==> src/design/ccs_pkg.sv <==
// What this block does
// - Fast-clock calibration times four slow-oscillator periods.
// - Fast-clock interval: triggers between calibrations, zero off.
// - Store raw fast-clock result in result register.
// - Never scale results; firmware applies correction.
// - Fast oscillator powered only during measurements.
// - Amplitude interval: sequence cycles per measurement, zero off.
// - Peak detection stops at wave 1..31, zero off.
// - Amplitude measurements per amplitude calibration, zero off.
// - Each calibration measures reference and half reference.
// - Peak discharge to reference is timed as amplitude.
// - Amplitude results land at fixed buffer words.
// - Offset calibration once after power-on, then periodic.
// - Offset calibration overwrites the zero-cross threshold.
// - Ring oscillator calibrated before every converter measurement.
// - Results are 16.16 fast-oscillator period words.
// - Fast-clock calibration by sequencer or host command.
// - Update flag reads one after a new result.
`default_nettype none

package ccs_pkg;

  localparam int ADDR_W = 10;
  localparam int DATA_W = 32;
  localparam int RATE_W = 3;
  localparam int CNT_W  = 7;
  localparam int PD_W   = 5;
  localparam int ZCD_W  = 8;
  localparam int EV_W   = 4;
  localparam int SPAN_W = 3;

  localparam logic [ADDR_W-1:0] CLOCK_POWER_CONFIG_ADDR    = 10'h0c5;
  localparam logic [ADDR_W-1:0] FRONTEND_CAL_CONFIG_ADDR   = 10'h0c9;
  localparam logic [ADDR_W-1:0] AMPLITUDE_CONFIG_ADDR      = 10'h0cb;
  localparam logic [ADDR_W-1:0] FAST_CLOCK_CAL_RESULT_ADDR = 10'h0e4;
  localparam logic [ADDR_W-1:0] AMPLITUDE_UP_RESULT_ADDR   = 10'h082;
  localparam logic [ADDR_W-1:0] AMPLITUDE_CAL_HIGH_ADDR    = 10'h083;
  localparam logic [ADDR_W-1:0] AMPLITUDE_DOWN_RESULT_ADDR = 10'h086;
  localparam logic [ADDR_W-1:0] AMPLITUDE_CAL_LOW_ADDR     = 10'h087;
  localparam logic [ADDR_W-1:0] ZERO_CROSS_THRESHOLD_ADDR  = 10'h0d0;
  localparam logic [ADDR_W-1:0] IRQ_STATUS_ADDR            = 10'h0d1;
  localparam logic [ADDR_W-1:0] IRQ_MASK_ADDR              = 10'h0d2;
  localparam logic [ADDR_W-1:0] COMMAND_ADDR               = 10'h0d3;

  localparam int FAST_CLOCK_CAL_INTERVAL_LSB = 0;
  localparam int OFFSET_CAL_INTERVAL_LSB     = 0;
  localparam int AMPLITUDE_MEAS_INTERVAL_LSB = 0;
  localparam int PEAK_DETECT_LAST_WAVE_LSB   = 4;
  localparam int AMPLITUDE_CAL_INTERVAL_LSB  = 12;
  localparam int CMD_FAST_CLOCK_CAL_BIT      = 0;

  localparam int EV_FAST_CLOCK_CAL_UPDATED = 0;
  localparam int EV_AMPLITUDE_DONE         = 1;
  localparam int EV_AMPLITUDE_CAL_DONE     = 2;
  localparam int EV_OFFSET_CAL_DONE        = 3;

  localparam int IDX_FAST = 0;
  localparam int IDX_AMP  = 1;
  localparam int IDX_OFS  = 2;

  localparam logic [DATA_W-1:0] CONFIG_RESET    = 32'h0000_0000;
  localparam logic [ZCD_W-1:0]  ZCD_RESET       = 8'h00;
  localparam logic [2:0]        PENDING_RESET   = 3'h4;
  localparam logic [SPAN_W-1:0] SLOW_PERIODS    = 3'h4;

  typedef enum logic [2:0] {
    OP_FAST_CLOCK,
    OP_OFFSET_CAL,
    OP_CAL_HIGH,
    OP_CAL_LOW,
    OP_AMP_UP,
    OP_AMP_DOWN
  } ccs_op_e;

  // Interval codes 0..7 stand for off, 1, 2, 5, 10, 20, 50 and 100.
  function automatic logic [CNT_W-1:0] ccs_interval(input logic [RATE_W-1:0] code);
    unique case (code)
      3'h0: ccs_interval = 7'h00;
      3'h1: ccs_interval = 7'h01;
      3'h2: ccs_interval = 7'h02;
      3'h3: ccs_interval = 7'h05;
      3'h4: ccs_interval = 7'h0a;
      3'h5: ccs_interval = 7'h14;
      3'h6: ccs_interval = 7'h32;
      3'h7: ccs_interval = 7'h64;
    endcase
  endfunction

endpackage

`default_nettype wire

==> src/design/ccs_chip_calibration_scheduler.sv <==
// The implementer's own choice: the strobed register port.
`default_nettype none

module ccs_chip_calibration_scheduler (
  input  wire logic                     clk,
  input  wire logic                     reset_n,
  input  wire logic [ccs_pkg::ADDR_W-1:0] addr,
  input  wire logic [ccs_pkg::DATA_W-1:0] wr_data,
  input  wire logic                     wr_en,
  input  wire logic                     rd_en,
  output logic      [ccs_pkg::DATA_W-1:0] rd_data,
  output logic                          irq,
  input  wire logic                     seq_trigger,
  output logic                          fast_osc_enable,
  input  wire logic                     fast_osc_ready,
  output logic                          ring_cal_req,
  input  wire logic                     ring_cal_done,
  output logic                          meas_req,
  output ccs_pkg::ccs_op_e              meas_op,
  output logic      [ccs_pkg::SPAN_W-1:0] slow_period_span,
  input  wire logic                     meas_done,
  input  wire logic [ccs_pkg::DATA_W-1:0] meas_result,
  output logic      [ccs_pkg::PD_W-1:0]   peak_detect_last_wave,
  output logic      [ccs_pkg::ZCD_W-1:0]  zero_cross_threshold
);
  import ccs_pkg::*;

  ////////////////////////////////////////////////////////////////////////////

  typedef enum logic [1:0] {
    S_IDLE,
    S_WAKE,
    S_RING,
    S_MEAS
  } ccs_state_e;

  typedef struct packed {
    ccs_state_e                  state;
    ccs_op_e                     op;
    logic [DATA_W-1:0]           clock_power_config;
    logic [DATA_W-1:0]           frontend_cal_config;
    logic [DATA_W-1:0]           amplitude_config;
    logic [DATA_W-1:0]           fast_clock_cal_result;
    logic [DATA_W-1:0]           amplitude_up_result;
    logic [DATA_W-1:0]           amplitude_cal_high;
    logic [DATA_W-1:0]           amplitude_down_result;
    logic [DATA_W-1:0]           amplitude_cal_low;
    logic [ZCD_W-1:0]            zct;
    logic [EV_W-1:0]             irq_status;
    logic [EV_W-1:0]             irq_mask;
    logic [2:0][CNT_W-1:0]       seq_cnt;
    logic [CNT_W-1:0]            amc_cnt;
    logic [2:0]                  pending;
    logic [DATA_W-1:0]           rd_data;
  } ccs_state_s;

  ccs_state_s r_reg;
  ccs_state_s r_next;

  logic [2:0][CNT_W-1:0] limit;
  logic [CNT_W-1:0]      amc_limit;

  ////////////////////////////////////////////////////////////////////////////

  always_comb begin
    limit[IDX_FAST] = ccs_interval(r_reg.clock_power_config[FAST_CLOCK_CAL_INTERVAL_LSB +: RATE_W]);
    limit[IDX_AMP]  = ccs_interval(r_reg.amplitude_config[AMPLITUDE_MEAS_INTERVAL_LSB +: RATE_W]);
    limit[IDX_OFS]  = ccs_interval(r_reg.frontend_cal_config[OFFSET_CAL_INTERVAL_LSB +: RATE_W]);
    amc_limit       = ccs_interval(r_reg.amplitude_config[AMPLITUDE_CAL_INTERVAL_LSB +: RATE_W]);
  end

  always_comb begin
    r_next = r_reg;

    // Reads are answered one cycle later from a register.
    r_next.rd_data = '0;
    if (rd_en) begin
      unique case (addr)
        CLOCK_POWER_CONFIG_ADDR:    r_next.rd_data = r_reg.clock_power_config;
        FRONTEND_CAL_CONFIG_ADDR:   r_next.rd_data = r_reg.frontend_cal_config;
        AMPLITUDE_CONFIG_ADDR:      r_next.rd_data = r_reg.amplitude_config;
        FAST_CLOCK_CAL_RESULT_ADDR: r_next.rd_data = r_reg.fast_clock_cal_result;
        AMPLITUDE_UP_RESULT_ADDR:   r_next.rd_data = r_reg.amplitude_up_result;
        AMPLITUDE_CAL_HIGH_ADDR:    r_next.rd_data = r_reg.amplitude_cal_high;
        AMPLITUDE_DOWN_RESULT_ADDR: r_next.rd_data = r_reg.amplitude_down_result;
        AMPLITUDE_CAL_LOW_ADDR:     r_next.rd_data = r_reg.amplitude_cal_low;
        ZERO_CROSS_THRESHOLD_ADDR:  r_next.rd_data = {{(DATA_W-ZCD_W){1'b0}}, r_reg.zct};
        IRQ_STATUS_ADDR:            r_next.rd_data = {{(DATA_W-EV_W){1'b0}}, r_reg.irq_status};
        IRQ_MASK_ADDR:              r_next.rd_data = {{(DATA_W-EV_W){1'b0}}, r_reg.irq_mask};
        default:                    r_next.rd_data = '0;
      endcase
    end

    if (wr_en) begin
      unique case (addr)
        CLOCK_POWER_CONFIG_ADDR:   r_next.clock_power_config = wr_data;
        FRONTEND_CAL_CONFIG_ADDR:  r_next.frontend_cal_config = wr_data;
        AMPLITUDE_CONFIG_ADDR:     r_next.amplitude_config = wr_data;
        ZERO_CROSS_THRESHOLD_ADDR: r_next.zct = wr_data[ZCD_W-1:0];
        IRQ_STATUS_ADDR:           r_next.irq_status = r_reg.irq_status & ~wr_data[EV_W-1:0];
        IRQ_MASK_ADDR:             r_next.irq_mask = wr_data[EV_W-1:0];
        COMMAND_ADDR: begin
          if (wr_data[CMD_FAST_CLOCK_CAL_BIT]) begin
            r_next.pending[IDX_FAST] = 1'b1;
          end
        end
        default: begin
        end
      endcase
    end

    // Each interval counter restarts once it reaches its setting.
    for (int i = 0; i < 3; i++) begin
      if (limit[i] == '0) begin
        r_next.seq_cnt[i] = '0;
      end else if (seq_trigger) begin
        if (r_reg.seq_cnt[i] + 7'h01 >= limit[i]) begin
          r_next.seq_cnt[i] = '0;
          r_next.pending[i] = 1'b1;
        end else begin
          r_next.seq_cnt[i] = r_reg.seq_cnt[i] + 7'h01;
        end
      end
    end

    unique case (r_reg.state)
      S_IDLE: begin
        // Offset calibration goes first so the threshold is valid before any echo work.
        if (r_reg.pending[IDX_OFS]) begin
          r_next.pending[IDX_OFS] = 1'b0;
          r_next.op = OP_OFFSET_CAL;
          r_next.state = S_WAKE;
        end else if (r_reg.pending[IDX_FAST]) begin
          r_next.pending[IDX_FAST] = 1'b0;
          r_next.op = OP_FAST_CLOCK;
          r_next.state = S_WAKE;
        end else if (r_reg.pending[IDX_AMP]) begin
          r_next.pending[IDX_AMP] = 1'b0;
          r_next.state = S_WAKE;
          r_next.op = OP_AMP_UP;
          if (amc_limit == '0) begin
            r_next.amc_cnt = '0;
          end else if (r_reg.amc_cnt + 7'h01 >= amc_limit) begin
            r_next.amc_cnt = '0;
            r_next.op = OP_CAL_HIGH;
          end else begin
            r_next.amc_cnt = r_reg.amc_cnt + 7'h01;
          end
        end
      end
      S_WAKE: begin
        if (fast_osc_ready) begin
          r_next.state = S_RING;
        end
      end
      S_RING: begin
        if (ring_cal_done) begin
          r_next.state = S_MEAS;
        end
      end
      S_MEAS: begin
        if (meas_done) begin
          // Results are stored raw; firmware scales them when it needs absolute time.
          unique case (r_reg.op)
            OP_FAST_CLOCK: begin
              r_next.fast_clock_cal_result = meas_result;
              r_next.irq_status[EV_FAST_CLOCK_CAL_UPDATED] = 1'b1;
              r_next.state = S_IDLE;
            end
            OP_OFFSET_CAL: begin
              r_next.zct = meas_result[ZCD_W-1:0];
              r_next.irq_status[EV_OFFSET_CAL_DONE] = 1'b1;
              r_next.state = S_IDLE;
            end
            OP_CAL_HIGH: begin
              r_next.amplitude_cal_high = meas_result;
              r_next.op = OP_CAL_LOW;
              r_next.state = S_RING;
            end
            OP_CAL_LOW: begin
              r_next.amplitude_cal_low = meas_result;
              r_next.irq_status[EV_AMPLITUDE_CAL_DONE] = 1'b1;
              r_next.op = OP_AMP_UP;
              r_next.state = S_RING;
            end
            OP_AMP_UP: begin
              r_next.amplitude_up_result = meas_result;
              r_next.op = OP_AMP_DOWN;
              r_next.state = S_RING;
            end
            OP_AMP_DOWN: begin
              r_next.amplitude_down_result = meas_result;
              r_next.irq_status[EV_AMPLITUDE_DONE] = 1'b1;
              r_next.state = S_IDLE;
            end
            default: begin
              r_next.state = S_IDLE;
            end
          endcase
        end
      end
    endcase
  end

  always_ff @(posedge clk or negedge reset_n) begin
    if (!reset_n) begin
      r_reg <= '0;
      r_reg.clock_power_config <= CONFIG_RESET;
      r_reg.frontend_cal_config <= CONFIG_RESET;
      r_reg.amplitude_config <= CONFIG_RESET;
      r_reg.zct <= ZCD_RESET;
      r_reg.pending <= PENDING_RESET;
    end else begin
      r_reg <= r_next;
    end
  end

  ////////////////////////////////////////////////////////////////////////////

  // The oscillator drops as soon as a job ends, trading a settling wait per job for idle power.
  assign fast_osc_enable       = (r_reg.state != S_IDLE);
  assign ring_cal_req          = (r_reg.state == S_RING);
  assign meas_req              = (r_reg.state == S_MEAS);
  assign meas_op               = r_reg.op;
  assign slow_period_span      = (r_reg.op == OP_FAST_CLOCK) ? SLOW_PERIODS : '0;
  assign peak_detect_last_wave = r_reg.amplitude_config[PEAK_DETECT_LAST_WAVE_LSB +: PD_W];
  assign zero_cross_threshold  = r_reg.zct;
  assign rd_data               = r_reg.rd_data;
  assign irq                   = |(r_reg.irq_status & r_reg.irq_mask);

endmodule

`default_nettype wire

==> config.mk <==
export PLATFORM = sky130hd
export DESIGN_NAME = ccs_chip_calibration_scheduler
export DESIGN_NICKNAME = d
export VERILOG_FILES = /design/src/design/ccs_pkg.sv /design/src/design/ccs_chip_calibration_scheduler.sv
export SDC_FILE = /design/constraint.sdc
export NUM_CORES = 1
export LEC_CHECK = 0
export BUFFER_PORTS_ARGS = -buffer_cell sky130_fd_sc_hd__buf_2
export CORE_MARGIN = 4
export CORE_UTILIZATION = 45
export CTS_CLUSTER_DIAMETER = 200
export CTS_CLUSTER_SIZE = 40
export DETAILED_ROUTE_END_ITERATION = 12
export GPL_TIMING_DRIVEN = 0
export PLACE_DENSITY = 0.67
export SYNTH_ARGS = -nofsm -noshare
export SYNTH_HDL_FRONTEND = slang
export SYNTH_SLANG_ARGS = --single-unit
==> constraint.sdc <==
create_clock -name clk -period 3.5 [get_ports clk]
set_input_delay 0.35 -clock clk [delete_from_list [all_inputs] [get_ports clk]]
set_output_delay 0.35 -clock clk [all_outputs]
set_load 0.03 [all_outputs]
==> results.txt, run 1 <==
The number of port buffers came out at 133. Setup repair after global routing left no endpoint under its margin. The highest ir drop seen on vdd is 0.375 mV. The placement-stage worst setup slack is 0.172 ns. TritonCTS built the clock tree. Between clock sinks in the finished design, the worst skew comes to 0.0260 ns. In the routed layout, each cell is associated on average with a via count of 5.87.

The gate count after technology mapping came out at 1345. The finished cells cover 18200 µm². The setup slack after layout came out at 0.440 ns. In this run the cell area measured after placement is 17800 µm². The detailed router used layers up to and including met5. The number of pins exceeding their max-slew limit in the final report came to 0.

Once the clock tree was built, the setup fixing pass inserted 0 buffers. The worst setup path is captured at a register. Summed over all layers, the global routing overflow is 0. The worst setup path is launched from a register. Counting the fill cells in the layout gives 3215. The clock latency on the worst-skew pair came out at 0.52 ns. The number of top-level design ports came out at 137. The yosys synthesis warning count is 0. The residual DRC count came out at 0. The actual slew at the worst max-slew pin came out at 1.39 ns. The library cell used most frequently in the layout, excluding fill and tap cells, is sky130_fd_sc_hd__dfrtp_1. Summed over all nets, wire length on met3 after detailed routing comes to 2.60 mm. The maximum clock frequency came out at 327 MHz. The worst path needs 3.06 ns of the cycle, external delays included.

The detailed-routing iteration count for the pre-antenna-repair pass is 6. The effective utilization at floorplan came out at 46.0%. The count of cells along the worst register-to-register path came out at 5. The number of antenna violations at the first check in global routing was 7. Excluding fillers, the count of instances in the completed layout stands at 1964.

For this run, asynchronously set or reset flops after synthesis account for 100%. The flow ran to the end, and the final reports show no timing, DRC or antenna violations. The hold slack is 0.0595 ns. The design draws 9.19 mW. The clock slew at the register clock pins of the worst setup and hold paths is 0.15 ns. A synthesized cell averages 12.3 µm².

The placer's final routability congestion estimate is 0.910. Data on the critical path is required at its endpoint by 3.90 ns. The total die area is 39900 µm². The maximum fanout count along the critical path came out at 10. Dividing the detail-routed wire length by the instance count gives 22.9 µm. The register bit total from synthesis came out at 340. The worst endpoint data arrival time is 3.46 ns. The die extent in y is 200 µm.

The cell area after technology mapping came out at 16500 µm². Global routing consumed, over all layers together, 22.4% of the routing resources. The total area of multi-input combinational cells came out at 7250 µm². The number of flops mapped to enable cells by yosys came out at 0. The total instance count after detailed placement came out at 1942.

The post-route clock period utilization is 87.4%. The sum of net half-perimeters after detailed placement is 32.0 mm. The met2 wirelength from detailed routing is 21.7 mm. The total count of hold-check failures in the final report is 0. By startpoint and endpoint, the worst setup path is classified as reg -> reg.

In this run the number of H-tree levels came out at 1. The register area share after synthesis came out at 51.5%. The final layout contains 1627 nets. The sequential standard cell area is 8510 µm².

The width of the die is 200 µm. The register with the most flip-flops in the layout has 292 of them. The share of the core filled with cells is 50.7%. The number of nets with antenna violations after detailed routing is 0. The largest net degree at the start of global routing is 120. The area overhead of the layout relative to synthesis came out at 10.2%. The number of global-route vias before repair is 11800.

The dominant synthesized flop cell is sky130_fd_sc_hd__dfrtp_1. The region available for standard cell placement spans 35900 µm². The worst hold path belongs to the class in -> reg. The fraction of final layout cells sized beyond drive strength 1 is 30.8%. The number of buffers created by CTS is 12. After floorplanning, the core was divided into 69 placement rows. Leaving out fill and tap cells, the most frequent cells in the layout are 339 x sky130_fd_sc_hd__dfrtp_1, 232 x sky130_fd_sc_hd__mux2_2, 149 x sky130_fd_sc_hd__buf_2. The count of cell types in the netlist came out at 61.

The static power due to leakage came out at 8.74 nW. The tool flagged a number of max-cap violations equal to 0. The routed layout has 11500 vias. No sink is reached through more buffers than the 3 on the longest clock path. The routed design has 45.0 mm of wire.

The power density normalized to cell area came out at 504 nW/µm². After detailed routing, the wire length on met1 is 19.5 mm. The setup TNS after final layout is 0 ns. CTS placed an instance of sky130_fd_sc_hd__clkbuf_16 at the clock tree root. The tree built by TritonCTS fans out to 340 sinks. The final setup violation count came out at 0. The hold-critical path depth came out at 2. The first routing iteration left 870 violations. Measured against its own limit, the worst slew margin works out to 7.42%.

The first global-routing pass estimated 69.2 mm of wire.
synth_stat cells (11+ instances only):
master | number | area (µm²)
sky130_fd_sc_hd__a21oi_1 | 14 | 70.1
sky130_fd_sc_hd__a222oi_1 | 24 | 240
sky130_fd_sc_hd__a22o_1 | 20 | 175
sky130_fd_sc_hd__a22oi_1 | 38 | 285
sky130_fd_sc_hd__a32o_1 | 13 | 130
sky130_fd_sc_hd__and3_1 | 31 | 194
sky130_fd_sc_hd__buf_2 | 17 | 85.1
sky130_fd_sc_hd__buf_4 | 51 | 383
sky130_fd_sc_hd__clkbuf_1 | 49 | 184
sky130_fd_sc_hd__dfrtp_1 | 339 | 8480
sky130_fd_sc_hd__ha_1 | 49 | 613
sky130_fd_sc_hd__inv_1 | 24 | 90.1
sky130_fd_sc_hd__mux2_1 | 61 | 687
sky130_fd_sc_hd__mux2_2 | 232 | 2610
sky130_fd_sc_hd__mux2i_1 | 18 | 180
sky130_fd_sc_hd__nand2_1 | 108 | 405
sky130_fd_sc_hd__nand3_1 | 25 | 125
sky130_fd_sc_hd__nand4_1 | 15 | 93.8
sky130_fd_sc_hd__nor2_1 | 27 | 101
sky130_fd_sc_hd__nor2b_1 | 11 | 68.8
sky130_fd_sc_hd__nor3_1 | 27 | 135
sky130_fd_sc_hd__o21ai_0 | 33 | 165
sky130_fd_sc_hd__xor2_1 | 11 | 96.3
layout make-up:
| cell class | instances | area share [%] |
|---|---|---|
| diodes | 4 | 0.0549 |
| plain buffers | 126 | 3.76 |
| clock buffers | 16 | 1.85 |
| clock inverters | 1 | 0.110 |
| inverters | 24 | 0.494 |
| multi-input cells | 856 | 39.8 |
| flip-flops and latches | 340 | 46.7 |
| well taps | 461 | 3.17 |
| repair buffers | 136 | 4.07 |
routing by layer:
layer / track usage, % / vias to the layer above
li1: - / 5195
met1: 30.5 / 5913
met2: 37.7 / 330
met3: 3.66 / 80
met4: 5.48 / 10
met5: 0 / -
worst paths after layout:
check                                       start                                end  slack, ns
setup / recovery           r_reg[339]$_DFFE_PN0P_  zero_cross_threshold[6]$_DFF_PN0_       0.44
hold / removal                        wr_data[30]             r_reg[301]$_DFFE_PN0P_       0.06
setup reg to reg           r_reg[339]$_DFFE_PN0P_  zero_cross_threshold[6]$_DFF_PN0_       0.44
hold reg to reg            r_reg[332]$_DFFE_PN0P_             r_reg[332]$_DFFE_PN0P_       0.50
max in group asynchronous                 reset_n             r_reg[128]$_DFFE_PN0P_       1.44
min in group asynchronous                 reset_n              r_reg[46]$_DFFE_PN0P_       0.48
logic make-up after synthesis:
| logic type | after synthesis | synth area share (%) |
|---|---|---|
| XOR/XNOR | 20 | 1.06 |
| AO/OA/AOI/OAI | 199 | 9.34 |
| flip-flops | 340 | 51.5 |
| AND/OR/NAND/NOR | 275 | 8.66 |
| multiplexers | 311 | 21.0 |
| buffers and inverters | 150 | 4.69 |
| adder cells (fa/ha/maj) | 49 | 3.71 |
| other | 1 | 0.0227 |
power breakdown:
part / internal, mW / switching (mW) / total, mW
clock network: 0.705 / 1.21 / 1.92
logic: 1.06 / 0.955 / 2.02
registers: 4.78 / 0.475 / 5.25
worst max-delay path, stage by stage, from the launching register on:
cell and delay [ns]:
sky130_fd_sc_hd__dfrtp_1 0.45, sky130_fd_sc_hd__ha_1 0.26, sky130_fd_sc_hd__clkbuf_1 0.35, sky130_fd_sc_hd__nor3b_1 1.14
sky130_fd_sc_hd__clkbuf_1 0.54, sky130_fd_sc_hd__o21ai_0 0.19
timing repair:
item / in CTS / in global routing
hold buffers: 1 / 0
gates resized for setup: 0 / 0
endpoints found under the setup margin: 0 / 0
hold endpoints to repair: 108 / 0
Note: power is estimated with default switching activity, not from simulation.
==> run 2: changes to the inputs <==
--- a/config.mk
+++ b/config.mk
@@ -13,6 +13,7 @@
 export DETAILED_ROUTE_END_ITERATION = 12
 export GPL_TIMING_DRIVEN = 0
 export PLACE_DENSITY = 0.67
+export RECOVER_POWER = 25
 export SYNTH_ARGS = -nofsm -noshare
 export SYNTH_HDL_FRONTEND = slang
 export SYNTH_SLANG_ARGS = --single-unit
==> results.txt, run 2 (same netlist as run 1, synthesis figures left out) <==
Compared with the post-synthesis result, the final layout area differs by 9.70%. The flip-flop count of the largest register after layout is 292. The share of total power dissipated in combinational logic is 21.8%. After clock tree synthesis, the setup repair step added 0 buffers.

The count of buffers added on input and output ports is 133. The clock slew at the register clock pins of the worst setup and hold paths is 0.15 ns. The setup slack after layout came out at 0.484 ns. The detailed-route wire length per cell is 22.9 µm. The via density per instance came out at 5.90. The placer's final routability congestion estimate is 0.910.

In the layout the commonest cells are 339 x sky130_fd_sc_hd__dfrtp_1, 232 x sky130_fd_sc_hd__mux2_2, 108 x sky130_fd_sc_hd__nand2_1. The post-detailed-routing wire length came out at 45.0 mm. The worst endpoint data arrival time came out at 3.42 ns. The number of nets with antenna violations after detailed routing came out at 0.

The initial utilization of the core area, before any placement, comes to 46.0%. The net count reported at finish came out at 1627. The width of the die came out at 200 µm. The post-route netlist has 27.5% of its cells at a drive strength greater than 1. The post-route clock period utilization came out at 86.2%.

The number of buffers created by CTS came out at 12. The maximum clock skew at final layout is 0.0280 ns. The largest net degree at the start of global routing came out at 120. Before antenna repair, the detailed router went through 6 iterations.

In this run the worst path has a maximum fanout of 10. The static power due to leakage is 8.52 nW. Timing would allow up to 332 MHz. Per report_power, the clock group accounts for 20.9% of the total. The number of global-route vias before repair came out at 11800. The filler cell count in the final layout is 3237. The run finished, with violations left.

The sequential standard cell area is 8510 µm². The number of pins exceeding their max-slew limit in the final report came out at 109. Cells fill 50.5% of the core in the end. The total count of hold-check failures in the final report is 0. After the first detailed-routing iteration, the DRC count stood at 944. Counting stages on the worst path, the most repeated cell is sky130_fd_sc_hd__clkbuf_1. The number of sinks on the clock net is 340. The critical path goes through ha_1 > clkbuf_1 > nor3b_1 > clkbuf_1 > o21ai_0. STA classifies the critical path endpoint as a register. The cell at the root of the clock tree is sky130_fd_sc_hd__clkbuf_16. STA puts the critical path data required time at 3.90 ns. Once detailed placement completed, the half-perimeter wirelength came to 32.0 mm. The switching part of the total came out at 28.8%.

On the final layout, the worst hold slack is 0.0610 ns. The longest clock path from root to sink contains 3 buffers. The H-tree level count is 1. The clock latency on the worst-skew pair is 0.52 ns. Setup repair after global routing left no endpoint under its margin. The internal power component is 6.53 mW. Total power for the finished layout comes to 9.17 mW. The checks that failed: max-capacitance violations, max-slew violations.

The die extent in y is 200 µm. The number of rows in the core area is 69. Headroom to the max-slew limit came out at -3.65%. The launching element type of the critical path is a register. The worst hold-check path type is in -> reg. The power density normalized to cell area came out at 506 nW/µm². In the global route stage, overall resource usage came out at 22.4%. The placement-stage worst setup slack came out at 0.172 ns. TritonCTS built the clock tree. The number of top-level design ports is 137. The number of antenna violations at the first check in global routing is 7. Across the VDD grid, the largest voltage drop is 0.374 mV.

The number of gates resized after CTS was 0. The library cell used most frequently in the layout, excluding fill and tap cells, is sky130_fd_sc_hd__dfrtp_1. The critical path is of the reg -> reg type. The total area of multi-input combinational cells came out at 7250 µm². For the pin with the worst max-slew slack, the measured transition is 1.55 ns. The residual DRC count came out at 0. The largest individual stage delay along the critical path comes from the cell sky130_fd_sc_hd__nor3b_1. The die covers 39900 µm². The setup TNS after final layout is 0 ns. The analysis attributes to net switching a power of 2.64 mW. The area of the placeable core came out at 35900 µm². The via count came out at 11600. The global-route wire length before repair is 69.2 mm.

The number of maximum-capacitance violations came out at 1. The number of buffers inserted for hold repair after clock tree synthesis came out at 1. The residual overflow from global routing came out at 0. Setup violations remaining at the end of the flow were counted as 0. Sequential cells burn 57.2% of the power.

The final critical path time including I/O delays and setup is 3.02 ns. The delay of the slowest cell on the worst path came out at 1.12 ns.
[run 2: area by class of cell]
type / count / area share, %
antenna: 3 / 0.0414
buffer: 126 / 3.77
clock buffer: 16 / 1.86
clock inverter: 1 / 0.110
inverter: 24 / 0.497
multi-input combinational: 856 / 40.0
sequential: 340 / 46.9
tap: 461 / 3.18
timing repair buffer: 136 / 3.64
[run 2: per-stage QoR]
step / instances / instance area (µm²)
2_1_floorplan: 1346 / 16500
3_3_place_gp: 1940 / 17800
3_5_place_dp: 1942 / 17800
4_1_cts: 1960 / 18200
5_1_grt: 1961 / 18100
6_report: 1963 / 18100
[run 2: path summary, 6_finish.rpt]
check	start	to	slack, ns	cells past startpoint
min in group asynchronous	reset_n	r_reg[46]$_DFFE_PN0P_	0.48	2
min reg2reg	r_reg[332]$_DFFE_PN0P_	r_reg[332]$_DFFE_PN0P_	0.51	1
min	wr_data[30]	r_reg[301]$_DFFE_PN0P_	0.06	2
max	r_reg[339]$_DFFE_PN0P_	zero_cross_threshold[6]$_DFF_PN0_	0.48	5
max in group asynchronous	reset_n	r_reg[128]$_DFFE_PN0P_	0.58	4
max reg2reg	r_reg[339]$_DFFE_PN0P_	zero_cross_threshold[6]$_DFF_PN0_	0.48	5
[run 2: metal layers]
layer | global-route usage (%) | vias to the layer above | part of all wire [%]
met1 | 30.5 | 5957 | 43
li1 | - | 5191 | -
met5 | 0 | - | 0.14
met3 | 3.66 | 80 | 5.8
met4 | 5.48 | 10 | 2.4
met2 | 37.7 | 347 | 49
[run 2: worst max-delay path, delay by kind of cell, from the launching register on]
kind | cells | cell delay, ns
AOI/OAI and AO/OA | 1 | 0.18
adders and majority gates | 1 | 0.26
and+or+nand+nor | 1 | 1.12
buffers and inverters | 2 | 0.88
DFF | 1 | 0.45
[run 2: power by group through the flow]
stage                     registers (mW)  clock network (mW)  logic, mW
final                               5.25                1.92       2.00
after global routing                5.35                2.09       2.19
after CTS                           5.24                1.96       2.03
after detailed placement            5.33                   0       2.03
after global placement              5.28                   0       1.94
after floorplan                     5.17                   0       1.52
